## src/pkg/lbf_pkg.sv

```systemverilog
package lbf_pkg;
   // time base
   localparam int CLK_FREQ_HZ = 250000000;
   localparam int BLANK_TIME_MS = 50;
   localparam int WINDOW_TIME_MS = 50;
   localparam int SETTLE_TIME_NS = 400;
   localparam int CLK_PERIOD_NS = 4;
   localparam int BLANK_CYCLES = CLK_FREQ_HZ / 1000 * BLANK_TIME_MS;
   localparam int WINDOW_CYCLES = CLK_FREQ_HZ / 1000 * WINDOW_TIME_MS;
   localparam int SETTLE_CYCLES = (SETTLE_TIME_NS + CLK_PERIOD_NS - 1) / CLK_PERIOD_NS;
   localparam int CNT_W = 24;
   // register map
   localparam logic [31:0] CTRL_OFFSET = 32'h0000_0000;
   localparam logic [31:0] STATUS_OFFSET = 32'h0000_0004;
   localparam int CTRL_FB_RELEASE_BIT = 0;
   localparam logic [31:0] CTRL_RESET_VALUE = 32'h0000_0000;
   localparam int ST_FAULT_BIT = 0;
   localparam int ST_COMP_BIT = 1;
   localparam int ST_HOLD_BIT = 2;
   localparam int ST_HYST_BIT = 3;
   localparam int ST_READY_BIT = 4;
   localparam int ST_DRV_BIT = 5;
   localparam int ST_STATE_LSB = 8;
   typedef enum logic [2:0] {
      LBF_NORMAL, LBF_BLANK, LBF_WINDOW, LBF_SETTLE, LBF_FAULT
   } lbf_state_t;
endpackage

```

## src/logic/lbf_supervisor.sv

```systemverilog
// Added by the designer: the AHB-Lite register port and the register offsets.
`timescale 1ns/1ps
// Summary of operation
// - line below 1 V raises line-low comparator, connects 965 mV hold source.
// - comparator rising starts 50 ms blanking, no fault recorded meanwhile.
// - after blanking a 50 ms window; amplifier high in it sets fault.
// - amplifier low for whole window: no fault, normal operation.
// - interruptions under 50 ms ride through, ready output stays high.
// - fault disables both drivers, grounds soft-start node, drops ready.
// - fault detaches hold amplifier; flag holds until line recovers.
// - fault enables 7 uA hysteresis sink on sense pin.
// - settle delay after sense-path actions before drivers and ready drop.
// - before supply on, sense pin clamped low; start with fault flag high.
// - hysteresis current on in off mode only while supply is on; off whenever supply is below on.
// - skip cycles while 0.6 V lower clamp active; resume on release.
// - fold-back pin forced low during start-up unless the control register release bit is set.
// - fold-back pin grounded keeps fixed 140/105 uA oscillator currents.
// - ready high only when regulated and stable; low at start-up, off, fault.
module lbf_supervisor
   import lbf_pkg::*;
#(
   parameter int BLANK_CNT = BLANK_CYCLES,
   parameter int WINDOW_CNT = WINDOW_CYCLES,
   parameter int SETTLE_CNT = SETTLE_CYCLES
)
(
   input wire logic clk_sys,
   input wire logic rst_b,
   input wire logic hsel,
   input wire logic [31:0] haddr,
   input wire logic [1:0] htrans,
   input wire logic hwrite,
   input wire logic [2:0] hsize,
   input wire logic [31:0] hwdata,
   input wire logic hready,
   output logic [31:0] hrdata,
   output logic hreadyout,
   output logic hresp,
   input wire logic lineBelowRef,
   input wire logic levelHoldAmplifierHigh,
   input wire logic supplyOn,
   input wire logic otherFault,
   input wire logic regulationStable,
   input wire logic lowClampActive,
   input wire logic foldbackPinGrounded,
   output logic lineLowComparator,
   output logic holdSourceConnect,
   output logic hysteresisCurrent,
   output logic senseClampLow,
   output logic brownoutFaultFlag,
   output logic driverEnable1,
   output logic driverEnable2,
   output logic softStartGround,
   output logic supplyReadyOut,
   output logic skipCycle,
   output logic foldbackPullDown,
   output logic oscFixedCurrents
);
   lbf_state_t state_reg;
   lbf_state_t state_next;
   logic [CNT_W-1:0] count_reg;
   logic [CNT_W-1:0] count_next;
   logic fault_reg;
   logic faultOut_reg;
   logic startup_reg;
   logic supplySeen_reg;
   logic comp_reg;
   logic offMode;
   logic [31:0] ctrlWord;
   logic [31:0] statusWord;

   function automatic logic [CNT_W-1:0] lastCount(input int n);
      lastCount = CNT_W'(n - 1);
   endfunction

   lbf_ahb_slave u_bus (
      .clk_sys(clk_sys),
      .rst_b(rst_b),
      .hsel(hsel),
      .haddr(haddr),
      .htrans(htrans),
      .hwrite(hwrite),
      .hsize(hsize),
      .hwdata(hwdata),
      .hready(hready),
      .hrdata(hrdata),
      .hreadyout(hreadyout),
      .hresp(hresp),
      .statusWord(statusWord),
      .ctrlWord(ctrlWord)
   );

   always_ff @(posedge clk_sys or negedge rst_b)
   begin
      if (!rst_b)
         comp_reg <= 1'b0;
      else
         comp_reg <= lineBelowRef && supplyOn;
   end

   always_comb
   begin
      state_next = state_reg;
      count_next = count_reg + CNT_W'(1);
      unique case (state_reg)
         LBF_NORMAL:
         begin
            count_next = '0;
            if (comp_reg)
               state_next = LBF_BLANK;
         end
         LBF_BLANK:
         begin
            if (!comp_reg)
            begin
               state_next = LBF_NORMAL;
               count_next = '0;
            end
            else if (count_reg == lastCount(BLANK_CNT))
            begin
               state_next = LBF_WINDOW;
               count_next = '0;
            end
         end
         LBF_WINDOW:
         begin
            if (levelHoldAmplifierHigh)
            begin
               state_next = LBF_SETTLE;
               count_next = '0;
            end
            else if (count_reg == lastCount(WINDOW_CNT))
            begin
               state_next = LBF_NORMAL;
               count_next = '0;
            end
         end
         LBF_SETTLE:
         begin
            if (count_reg == lastCount(SETTLE_CNT))
            begin
               state_next = LBF_FAULT;
               count_next = '0;
            end
         end
         LBF_FAULT:
         begin
            count_next = '0;
            if (!lineBelowRef && supplyOn)
               state_next = LBF_NORMAL;
         end
         default:
         begin
            state_next = LBF_FAULT;
            count_next = '0;
         end
      endcase
   end

   // supply below on threshold forces the fault state
   always_ff @(posedge clk_sys or negedge rst_b)
   begin
      if (!rst_b)
      begin
         state_reg <= LBF_FAULT;
         count_reg <= '0;
      end
      else if (!supplyOn)
      begin
         state_reg <= LBF_FAULT;
         count_reg <= '0;
      end
      else
      begin
         state_reg <= state_next;
         count_reg <= count_next;
      end
   end

   // flag rises as the settle delay starts, so sense-path actions lead
   always_ff @(posedge clk_sys or negedge rst_b)
   begin
      if (!rst_b)
         fault_reg <= 1'b1;
      else
         fault_reg <= state_next == LBF_SETTLE || state_next == LBF_FAULT || !supplyOn;
   end

   // off-mode actions wait for the end of the settle delay
   always_ff @(posedge clk_sys or negedge rst_b)
   begin
      if (!rst_b)
         faultOut_reg <= 1'b1;
      else
         faultOut_reg <= state_next == LBF_FAULT || !supplyOn;
   end

   always_ff @(posedge clk_sys or negedge rst_b)
   begin
      if (!rst_b)
         supplySeen_reg <= 1'b0;
      else if (supplyOn)
         supplySeen_reg <= 1'b1;
   end

   // start-up latch: set in every off phase, cleared once regulation is stable
   always_ff @(posedge clk_sys or negedge rst_b)
   begin
      if (!rst_b)
         startup_reg <= 1'b1;
      else if (offMode)
         startup_reg <= 1'b1;
      else if (regulationStable)
         startup_reg <= 1'b0;
   end

   assign offMode = faultOut_reg || otherFault;

   // status word from the package field positions
   always_comb
   begin
      statusWord = 32'h0000_0000;
      statusWord[ST_FAULT_BIT] = brownoutFaultFlag;
      statusWord[ST_COMP_BIT] = lineLowComparator;
      statusWord[ST_HOLD_BIT] = holdSourceConnect;
      statusWord[ST_HYST_BIT] = hysteresisCurrent;
      statusWord[ST_READY_BIT] = supplyReadyOut;
      statusWord[ST_DRV_BIT] = driverEnable1;
      statusWord[ST_STATE_LSB +: $bits(lbf_state_t)] = state_reg;
   end

   assign lineLowComparator = comp_reg;
   assign brownoutFaultFlag = fault_reg;
   assign holdSourceConnect = comp_reg && !fault_reg;
   assign senseClampLow = !supplyOn;
   assign hysteresisCurrent = supplySeen_reg && supplyOn && (fault_reg || offMode);
   assign driverEnable1 = !offMode && !skipCycle;
   assign driverEnable2 = !offMode && !skipCycle;
   assign softStartGround = offMode;
   assign supplyReadyOut = !offMode && !startup_reg && regulationStable;
   assign skipCycle = lowClampActive;
   assign foldbackPullDown = (startup_reg && !ctrlWord[CTRL_FB_RELEASE_BIT]) || offMode;
   assign oscFixedCurrents = foldbackPullDown || foldbackPinGrounded;
endmodule // lbf_supervisor

```

## src/logic/lbf_ahb_slave.sv

```systemverilog
`timescale 1ns/1ps
module lbf_ahb_slave
   import lbf_pkg::*;
(
   input wire logic clk_sys,
   input wire logic rst_b,
   input wire logic hsel,
   input wire logic [31:0] haddr,
   input wire logic [1:0] htrans,
   input wire logic hwrite,
   input wire logic [2:0] hsize,
   input wire logic [31:0] hwdata,
   input wire logic hready,
   output logic [31:0] hrdata,
   output logic hreadyout,
   output logic hresp,
   input wire logic [31:0] statusWord,
   output logic [31:0] ctrlWord
);
   logic wrPend_reg;
   logic [31:0] addrPhase_reg;
   logic [31:0] ctrl_reg;
   logic [31:0] rdata_reg;
   logic take;
   logic ctrlWrite;
   logic [31:0] ctrlView;

   assign take = hsel && hready && htrans[1];
   assign ctrlWrite = wrPend_reg && addrPhase_reg[7:0] == CTRL_OFFSET[7:0];
   // a write still in its data phase is seen by a read right behind it
   assign ctrlView = ctrlWrite ? {31'h0000_0000, hwdata[CTRL_FB_RELEASE_BIT]} : ctrl_reg;
   assign hreadyout = 1'b1;
   assign hresp = 1'b0;
   assign ctrlWord = ctrl_reg;
   assign hrdata = rdata_reg;

   always_ff @(posedge clk_sys or negedge rst_b)
   begin
      if (!rst_b)
      begin
         wrPend_reg <= 1'b0;
         addrPhase_reg <= 32'h0000_0000;
      end
      else
      begin
         wrPend_reg <= take && hwrite;
         if (take)
            addrPhase_reg <= haddr;
      end
   end

   always_ff @(posedge clk_sys or negedge rst_b)
   begin
      if (!rst_b)
         ctrl_reg <= CTRL_RESET_VALUE;
      else if (ctrlWrite)
         ctrl_reg <= ctrlView;
   end

   // read data registered at address phase, valid in the zero-wait data phase
   always_ff @(posedge clk_sys or negedge rst_b)
   begin
      if (!rst_b)
         rdata_reg <= 32'h0000_0000;
      else if (take && !hwrite)
      begin
         if (haddr[7:0] == CTRL_OFFSET[7:0])
            rdata_reg <= ctrlView;
         else if (haddr[7:0] == STATUS_OFFSET[7:0])
            rdata_reg <= statusWord;
         else
            rdata_reg <= 32'h0000_0000;
      end
   end
endmodule // lbf_ahb_slave

```

## config.mk

```make
export PLATFORM = sky130hd
export DESIGN_NAME = lbf_supervisor
export DESIGN_NICKNAME = d
export VERILOG_FILES = /design/src/pkg/lbf_pkg.sv /design/src/logic/lbf_supervisor.sv /design/src/logic/lbf_ahb_slave.sv
export SDC_FILE = /design/constraint.sdc
export NUM_CORES = 1
export LEC_CHECK = 0
export BUFFER_PORTS_ARGS = -buffer_cell sky130_fd_sc_hd__buf_2
export CAP_MARGIN = 20
export CORE_MARGIN = 5
export CORE_UTILIZATION = 30
export DETAILED_ROUTE_END_ITERATION = 10
export PLACE_DENSITY = 0.51
export SYNTH_ARGS = -nofsm -noshare
export SYNTH_HDL_FRONTEND = slang
export SYNTH_SLANG_ARGS = --single-unit
export TNS_END_PERCENT = 1
```

## constraint.sdc

```tcl
create_clock -name clk_sys -period 4.4 [get_ports clk_sys]
set_input_delay 1.1 -clock clk_sys [delete_from_list [all_inputs] [get_ports clk_sys]]
set_output_delay 1.1 -clock clk_sys [all_outputs]
set_load 0.02 [all_outputs]
```

== Word-level counts from Yosys, hierarchy flattened ==
Index checks and enable logic that the tools add are counted.
Storage, ports and cells
  register bits: 105
  bits of input ports: 81
  output and inout bits: 46
  word-level logic and storage cells: 74
Cells by class
  add/subtract/negate cells: 1
  eq/ne operators: 9
  muxes and demuxes: 20
  reduce and logical (&&, ||, !) cells: 33
Operators with widths (count)
  two-way mux 24 bit: 5
  case mux 24 bit (3 select lines): 1
  two-way mux 32 bit: 2
  adder 24 x 1 -> 24 bit (second input constant): 1
  == test 24 bit (second input constant): 1
  == test 24 x 7 -> 1 bit (second input constant): 1
  two-way mux 3 bit: 8
  logical NOT 8 bit: 2
  case mux 3 bit (5 select lines): 1
  logical AND 1 bit: 14
  two-way mux 11 bit: 1
  == test 3 x 2 -> 1 bit (second input constant): 3
  == test 8 x 3 -> 1 bit (second input constant): 1
  logical NOT 1 bit: 8
  logical OR 1 bit: 7
  == test 3 bit (second input constant): 2
  == test 3 x 1 -> 1 bit (second input constant): 1
  logical NOT 3 bit: 1
  two-way mux 1 bit: 2
  nonzero test 2 bit: 1

== Depth between registers and ports, before layout ==
Gate-level depths: netlist (run 1).
  depth after elaboration: 7
  mapped depth: 6
  mapped depth without buffers: 5

== Modules after synthesis ==
Synthesis (run 1) repeated with hierarchy kept, for this count alone.
Second synthesis, totals
  cell total of the unflattened synthesis: 434
  area total of the unflattened synthesis: 4668.2 um2
Modules (own cells, without submodules)
  lbf_ahb_slave: times used 1, cells an instance 245, area an instance 2907.8 um2, sequential area each 1826.8 um2
  lbf_supervisor: times used 1, cells an instance 189, area an instance 1760.4 um2, sequential area each 805.8 um2

== Least setup slack after synthesis (run 1) ==
OpenSTA, ideal clock, no wires.
  path kind: input to output
  from: input otherFault
  to: output driverEnable2
  data arrival time: 1.986 ns
  data required time: 3.300 ns
  path slack: 1.314 ns
  stages: 4
  path buffers: 1
  cell sequence: nor2_1 > inv_1 > nor2_1 > buf_4
Between the ends
  cells in the longest elaborated chain, start to end: 3
Ends and longest elaborated chain
  from (decl): line lbf_supervisor.sv:42  | input wire logic otherFault,
  logical OR 1 bit: line lbf_supervisor.sv:217  | assign offMode = faultOut_reg || otherFault;
  named net softStartGround: line lbf_supervisor.sv:53  | output logic softStartGround,
  logical NOT 1 bit
  logical AND 1 bit
  to (decl): line lbf_supervisor.sv:52  | output logic driverEnable2,
The timed path passes the listed nets, and every way through them passes these cells.

== Final worst setup path (run 1) ==
  from: input otherFault
  to: output oscFixedCurrents
Between the ends
  cells in the longest elaborated chain, start to end: 3
Ends and longest elaborated chain
  logical OR 1 bit: line lbf_supervisor.sv:217
  logical OR 1 bit: line lbf_supervisor.sv:242  | assign foldbackPullDown = (startup_reg && !ctrlWord[CTRL_FB_RELEASE_BIT]) || offMode;
  logical OR 1 bit: line lbf_supervisor.sv:243  | assign oscFixedCurrents = foldbackPullDown || foldbackPinGrounded;
  to (decl): line lbf_supervisor.sv:57  | output logic oscFixedCurrents
Every way passes these cells.

==> results of run 1 <==
-- Yosys cell counts (all sizes together) (6+ instances only) --
master,number
dfrtp,101
and2,36
a22o,30
a21oi,14
o21ai,13
buf,12
clkbuf,11
nand3,11
a21o,10
inv,10
nand2,10
nor2,10
nor4,10
xnor2,10
nand4,9
a22oi,8
mux2,8
or3,6
-- path summary, 6_finish.rpt --
path,startpoint,cells after the start,to
setup / recovery,otherFault,5,oscFixedCurrents
hold / removal,u_bus.ctrlWord[1]$_DFFE_PN0P_,1,u_bus.hrdata[1]$_DFFE_PN0P_
setup reg to reg,count_reg[0]$_DFF_PN0_,5,count_reg[17]$_DFF_PN0_
hold reg to reg,u_bus.ctrlWord[1]$_DFFE_PN0P_,1,u_bus.hrdata[1]$_DFFE_PN0P_
max in group asynchronous,rst_b,3,u_bus.hrdata[28]$_DFFE_PN0P_
min in group asynchronous,rst_b,1,u_bus.addrPhase_reg[3]$_DFFE_PN0P_
-- logic make-up after synthesis --
group                    share of synthesized area (%)
AND/OR/NAND/NOR                                  16.29
flip-flops                                       58.49
AO/OA/AOI/OAI                                    16.49
buffers and inverters                            3.753
XOR/XNOR                                         2.530
multiplexers                                     2.002
other                                           0.1669
adder cells (fa/ha/maj)                         0.2780
-- final cells by class --
cell class / instances / area share (%)
repair buffers: 73 / 7.674
clock buffers: 9 / 4.237
flip-flops and latches: 105 / 49.53
clock inverters: 7 / 1.460
well taps: 184 / 4.331
inverters: 10 / 0.7062
multi-input cells: 232 / 32.06
-- layout by cell type (no fill, tap or decap), types with 2 or more instances in the layout --
cell type / synthesis / routed
a21boi_1: 2 / 2
a21o_1: 10 / 10
a21oi_2: 14 / 14
a221o_1: 2 / 2
a22o_1: 30 / 30
a22oi_1: 2 / 2
a22oi_2: 6 / 6
and2_1: 36 / 36
and3_1: 2 / 2
and4_1: 2 / 2
buf_2: 5 / 64
buf_4: 4 / 8
clkbuf_16: 0 / 9
conb_1: 2 / 2
dfrtp_1: 101 / 101
dfstp_2: 4 / 4
inv_1: 10 / 10
inv_6: 0 / 3
mux2_2: 8 / 8
nand2_1: 10 / 10
nand3_1: 11 / 11
nand4_1: 8 / 8
nand4b_1: 3 / 3
nor2_1: 10 / 10
nor3_1: 5 / 4
nor4_1: 10 / 10
nor4b_1: 2 / 2
nor4bb_1: 2 / 2
o211ai_1: 3 / 3
o21ai_0: 12 / 12
o31ai_1: 2 / 2
or2_2: 2 / 2
or3_1: 6 / 6
or3b_1: 2 / 2
or4_4: 2 / 2
xnor2_1: 10 / 10
xor2_1: 3 / 3
-- metal layers --
metal	part of all wire (%)	global-route usage, %	up-vias
li1	-	-	1468
met1	49	17.21	1536
met2	44	17.73	61
met3	5.0	3.341	13
met4	1.5	4.561	0
met5	0	0	-
-- where the power goes --
part | leakage [nW] | switching, mW | internal, mW | total [mW]
combinational | 0.890 | 0.0499 | 0.0316 | 0.0815
clock | 0.147 | 0.375 | 0.447 | 0.823
sequential | 1.43 | 0.0108 | 0.984 | 0.995
total | 2.46 | 0.436 | 1.46 | 1.90
==> run_results.csv, run 1 <==
group,metric,value,unit
layout,fin_cells,620,
detailed_routing,ant_nets,0,
timing,setup_slack,1165,ps
yosys,synth_top_area_share,56.16,%
layout,multiInputGateArea,1704,sq um
floorplan,core_area,14640,sq um
clock_network,cts_tree,"done",
detailed_routing,first_pass_iters,4,
detailed_routing,wirelength,9911,um
timing,final_max_slew_viol_count,0,
floorplan,initial_utilization,30.73,%
yosys,ys_ff_latch,105,
global_routing,grt_pass1_vias,3166,
critical_path,worstPathRequired,3300,ps
placed_design,placed_area,4985,sq um
timing,relSlewSlack,31.09,%
global_routing,grt_pass1_wl,17280,um
placed_design,numPortBuffers,65,
detailed_routing,wl_per_cell,15.99,um
clock_network,cts_resized,0,
timing,tightest_slew,1024,ps
clock_network,clkTransAtPathRegs,70,ps
floorplan,pin_count,127,
layout,design_area,5315,sq um
global_routing,antenna_found_initial,0,
clock_network,ctsHtreeMaxLevel,3,
power,power.density,357.4,nW/um^2
critical_path,cp-start-kind,"input pin",
critical_path,cp-end-kind,"output port",
yosys,async_flop_share,100.0,%
detailed_routing,drt_iter0_drc,186,
yosys,ys.flop_type,"dfrtp_1",
critical_path,crit_family,"simple AND/OR/NAND/NOR gates",
yosys,syn_nets,452,
floorplan,rows,44,
timing,rsz0062_at_grt,"no",
detailed_routing,avgViaCountPerCell,4.965,
critical_path,critical_path_arrival,2130,ps
critical_path,slowest_stage,"or2_2",
timing,min_period,3235,ps
floorplan,die_w,132.5,um
layout,n_antenna_cell,0,
power,finalPower,1.899,mW
detailed_routing,vias,3078,
clock_network,cts_hold_buffers,0,
timing,clock_skew,5.956,ps
critical_path,rrSetupSlack,1730,ps
critical_path,path_max_fanout,4,
clock_network,cts_sinks,105,
timing,hold_violations,0,
layout,area_growth,18.10,%
yosys,synth-edff-count,0,
critical_path,path_buf_inv,2,
layout,fin_nets,513,
placed_design,place.gp.congestion,0.7639,
clock_network,ctsLongestPathBuffers,2,
timing,min_period_over_period,73.52,%
global_routing,grt_overflow,0,
clock_network,cts_made_buffers,9,
placed_design,numPlacedInstances,603,
power,peakVddDrop,0.0001743,V
placed_design,place_hpwl,6569,um
critical_path,crit_path_cell_trace,"buf_2 > nor2_1 > o21ai_0 > or2_2 > buf_2",
detailed_routing,drc,0,
layout,area.sequential,2633,sq um
yosys,synth.yosys.seq_area_share,58.49,%
timing,setup-tns-final,0,ps
hold_path,worst_hold_path_type,"flop to flop",
timing,max_freq,309.1,MHz
floorplan,die_y,132.5,um
clock_network,clk_latency,350,ps
floorplan,die_area,17550,sq um
power,p_leak,2.465,nW
yosys,synthCells,370,
yosys,yosys.area.top_type,"dfrtp_1",
timing,finalSetupViolations,0,
timing,fin_hold_ws,464.0,ps
yosys,avgSynthCellArea,12.16,sq um
status,status,"finished clean",
layout,fin_util,36.30,%
flow_run,drv_cap,0,
critical_path,max_stage_delay,300,ps
yosys,synth.distinct_cells,51,
layout,drive_gt1_share,29.82,%
clock_network,post_cts_buffers,0,
global_routing,gr-usage-all-layers,12.14,%
yosys,syn_area,4501,sq um
critical_path,path_common_cell,"buf_2",
global_routing,grt_max_degree,82,
placed_design,pre_cts_slack,1147,ps
yosys,synth_area_leaders,"dfrtp_1 56%, a22o_1 5.8%, and2_1 5.0%",
clock_network,root_buffer,"clkbuf_16",
critical_path,worstSetupPathType,"input pin to output port",
layout,fill_cells,1447,
yosys,yosysWarningCount,0,
No activity file was read; power rests on OpenSTA's default activity.
==> run 2: changes to the inputs <==
Clock period 4.4 ns to 3 ns, I/O delays scaled along.
==> run 2 against run 1 <==
Against the previous run: sequential share of layout area rose by 0.13 points; core utilization shrank 0.094 points; non-clock buffer count is 1 higher; global-route usage shrank 0.21 points; critical endpoint unchanged.
==> run_results.csv, run 2 (synthesis results as in run 1) <==
group,metric,value,unit
timing,rsz0062_at_grt,"no",
floorplan,rows,44,
detailed_routing,drt_iter0_drc,157,
placed_design,numPortBuffers,65,
detailed_routing,wl_per_cell,15.83,um
placed_design,place_hpwl,6566,um
layout,drive_gt1_share,29.75,%
timing,setup-tns-final,0,ps
global_routing,antenna_found_initial,0,
clock_network,ctsHtreeMaxLevel,3,
power,power.density,513.1,nW/um^2
placed_design,numPlacedInstances,605,
floorplan,die_area,17550,sq um
detailed_routing,wirelength,9829,um
floorplan,initial_utilization,30.73,%
global_routing,grt_overflow,0,
global_routing,gr-usage-all-layers,11.93,%
layout,n_antenna_cell,0,
timing,clock_skew,9.884,ps
floorplan,die_w,132.5,um
detailed_routing,m1WireLength,4676,um
layout,final_common_cell,"dfrtp_1",
global_routing,grt_pass1_wl,17260,um
timing,finalSetupViolations,0,
layout,fill_cells,1457,
floorplan,pin_count,127,
timing,hold_violations,0,
critical_path,path_max_fanout,4,
critical_path,critical_path_arrival,1780,ps
detailed_routing,ant_nets,0,
hold_path,worst_hold_path_type,"input pin to async pin",
layout,area_growth,17.79,%
timing,min_period,2528,ps
power,p_leak,2.463,nW
layout,final_cell_mix,"101 x dfrtp_1, 64 x buf_2, 36 x and2_1, 30 x a22o_1, 14 x a21oi_2",
floorplan,die_y,132.5,um
status,status,"finished clean",
clock_network,cts_made_buffers,9,
clock_network,root_buffer,"clkbuf_16",
detailed_routing,wl_met2,4510,um
layout,fin_cells,621,
power,peakVddDrop,0.0002460,V
clock_network,cts_tree,"done",
clock_network,cts_hold_buffers,0,
clock_network,ctsLongestPathBuffers,2,
timing,final_max_slew_viol_count,0,
timing,relSlewSlack,60.02,%
detailed_routing,avgViaCountPerCell,5.019,
placed_design,placed_area,5012,sq um
critical_path,max_stage_delay,300,ps
layout,fin_nets,514,
critical_path,path_common_cell,"buf_2",
critical_path,worstPathRequired,2250,ps
critical_path,cp-start-kind,"input pin",
detailed_routing,first_pass_iters,4,
critical_path,crit_path_cell_trace,"buf_2 > nor2_1 > o21ai_0 > or2_2 > buf_2",
timing,max_freq,395.6,MHz
critical_path,cp-end-kind,"output port",
flow_run,drv_cap,0,
floorplan,core_area,14640,sq um
critical_path,worstSetupPathType,"input pin to output port",
layout,design_area,5301,sq um
critical_path,slowest_stage,"or2_2",
placed_design,place.gp.congestion,0.7400,
detailed_routing,top_layer_used,"met4",
timing,tightest_slew,599.7,ps
global_routing,grt_max_degree,61,
clock_network,clk_latency,350,ps
timing,min_period_over_period,84.25,%
clock_network,clkTransAtPathRegs,80,ps
detailed_routing,dr_wl_met3,539,um
detailed_routing,vias,3117,
detailed_routing,drc,0,
clock_network,cts_resized,0,
clock_network,cts_sinks,105,
global_routing,grt_pass1_vias,3228,
clock_network,post_cts_buffers,0,
run 2: path summary, 6_finish.rpt:
| kind | start | end | slack (ps) | cells past startpoint |
|---|---|---|---|---|
| hold reg to reg | u_bus.ctrlWord[8]$_DFFE_PN0P_ | u_bus.hrdata[8]$_DFFE_PN0P_ | 470 | 1 |
| min in group clk_sys | u_bus.ctrlWord[8]$_DFFE_PN0P_ | u_bus.hrdata[8]$_DFFE_PN0P_ | 470 | 1 |
| hold / removal | rst_b | u_bus.addrPhase_reg[3]$_DFFE_PN0P_ | 400 | 1 |
| setup reg to reg | count_reg[0]$_DFF_PN0_ | count_reg[17]$_DFF_PN0_ | 650 | 6 |
| setup / recovery | otherFault | oscFixedCurrents | 470 | 5 |
| max in group asynchronous | rst_b | state_reg[2]$_DFF_PN1_ | 1840 | 2 |
run 2: critical path, delay by kind of cell:
family	cells	cell delay (ps)
compound gates	1	200
simple gates	2	560
buf+inv	2	270
run 2: layer usage:
| metal | track usage (%) | vias up |
|---|---|---|
| met5 | 0 | - |
| met4 | 3.349 | 0 |
| met3 | 4.100 | 9 |
| met2 | 18.04 | 76 |
| met1 | 16.33 | 1561 |
| li1 | - | 1471 |
run 2: layout make-up:
class / instances / area [sq um] / area share [%]
inverters: 10 / 37.54 / 0.7080
well taps: 184 / 230.2 / 4.343
multi-input cells: 232 / 1704 / 32.15
flip-flops and latches: 105 / 2633 / 49.66
repair buffers: 74 / 407.9 / 7.694
clock inverters: 5 / 46.29 / 0.8733
clock buffers: 11 / 242.7 / 4.579
run 2: where the power goes:
group          internal [mW]  switching [mW]
sequential              1.44          0.0165
clock                  0.601           0.541
combinational         0.0436          0.0735
total                   2.09           0.631
run 2: through the flow:
step	worst slack, ps	hold WS [ps]	util [%]	total power [mW]
floorplan	614.1	439.9	-	1.539
global placement	448.2	451.7	34.23	1.604
CTS	427.1	408.3	36.20	2.777
detailed placement	435.7	454.5	34.23	1.608
global route	400.4	434.9	36.20	2.858
finish	472.4	396.2	36.20	2.720
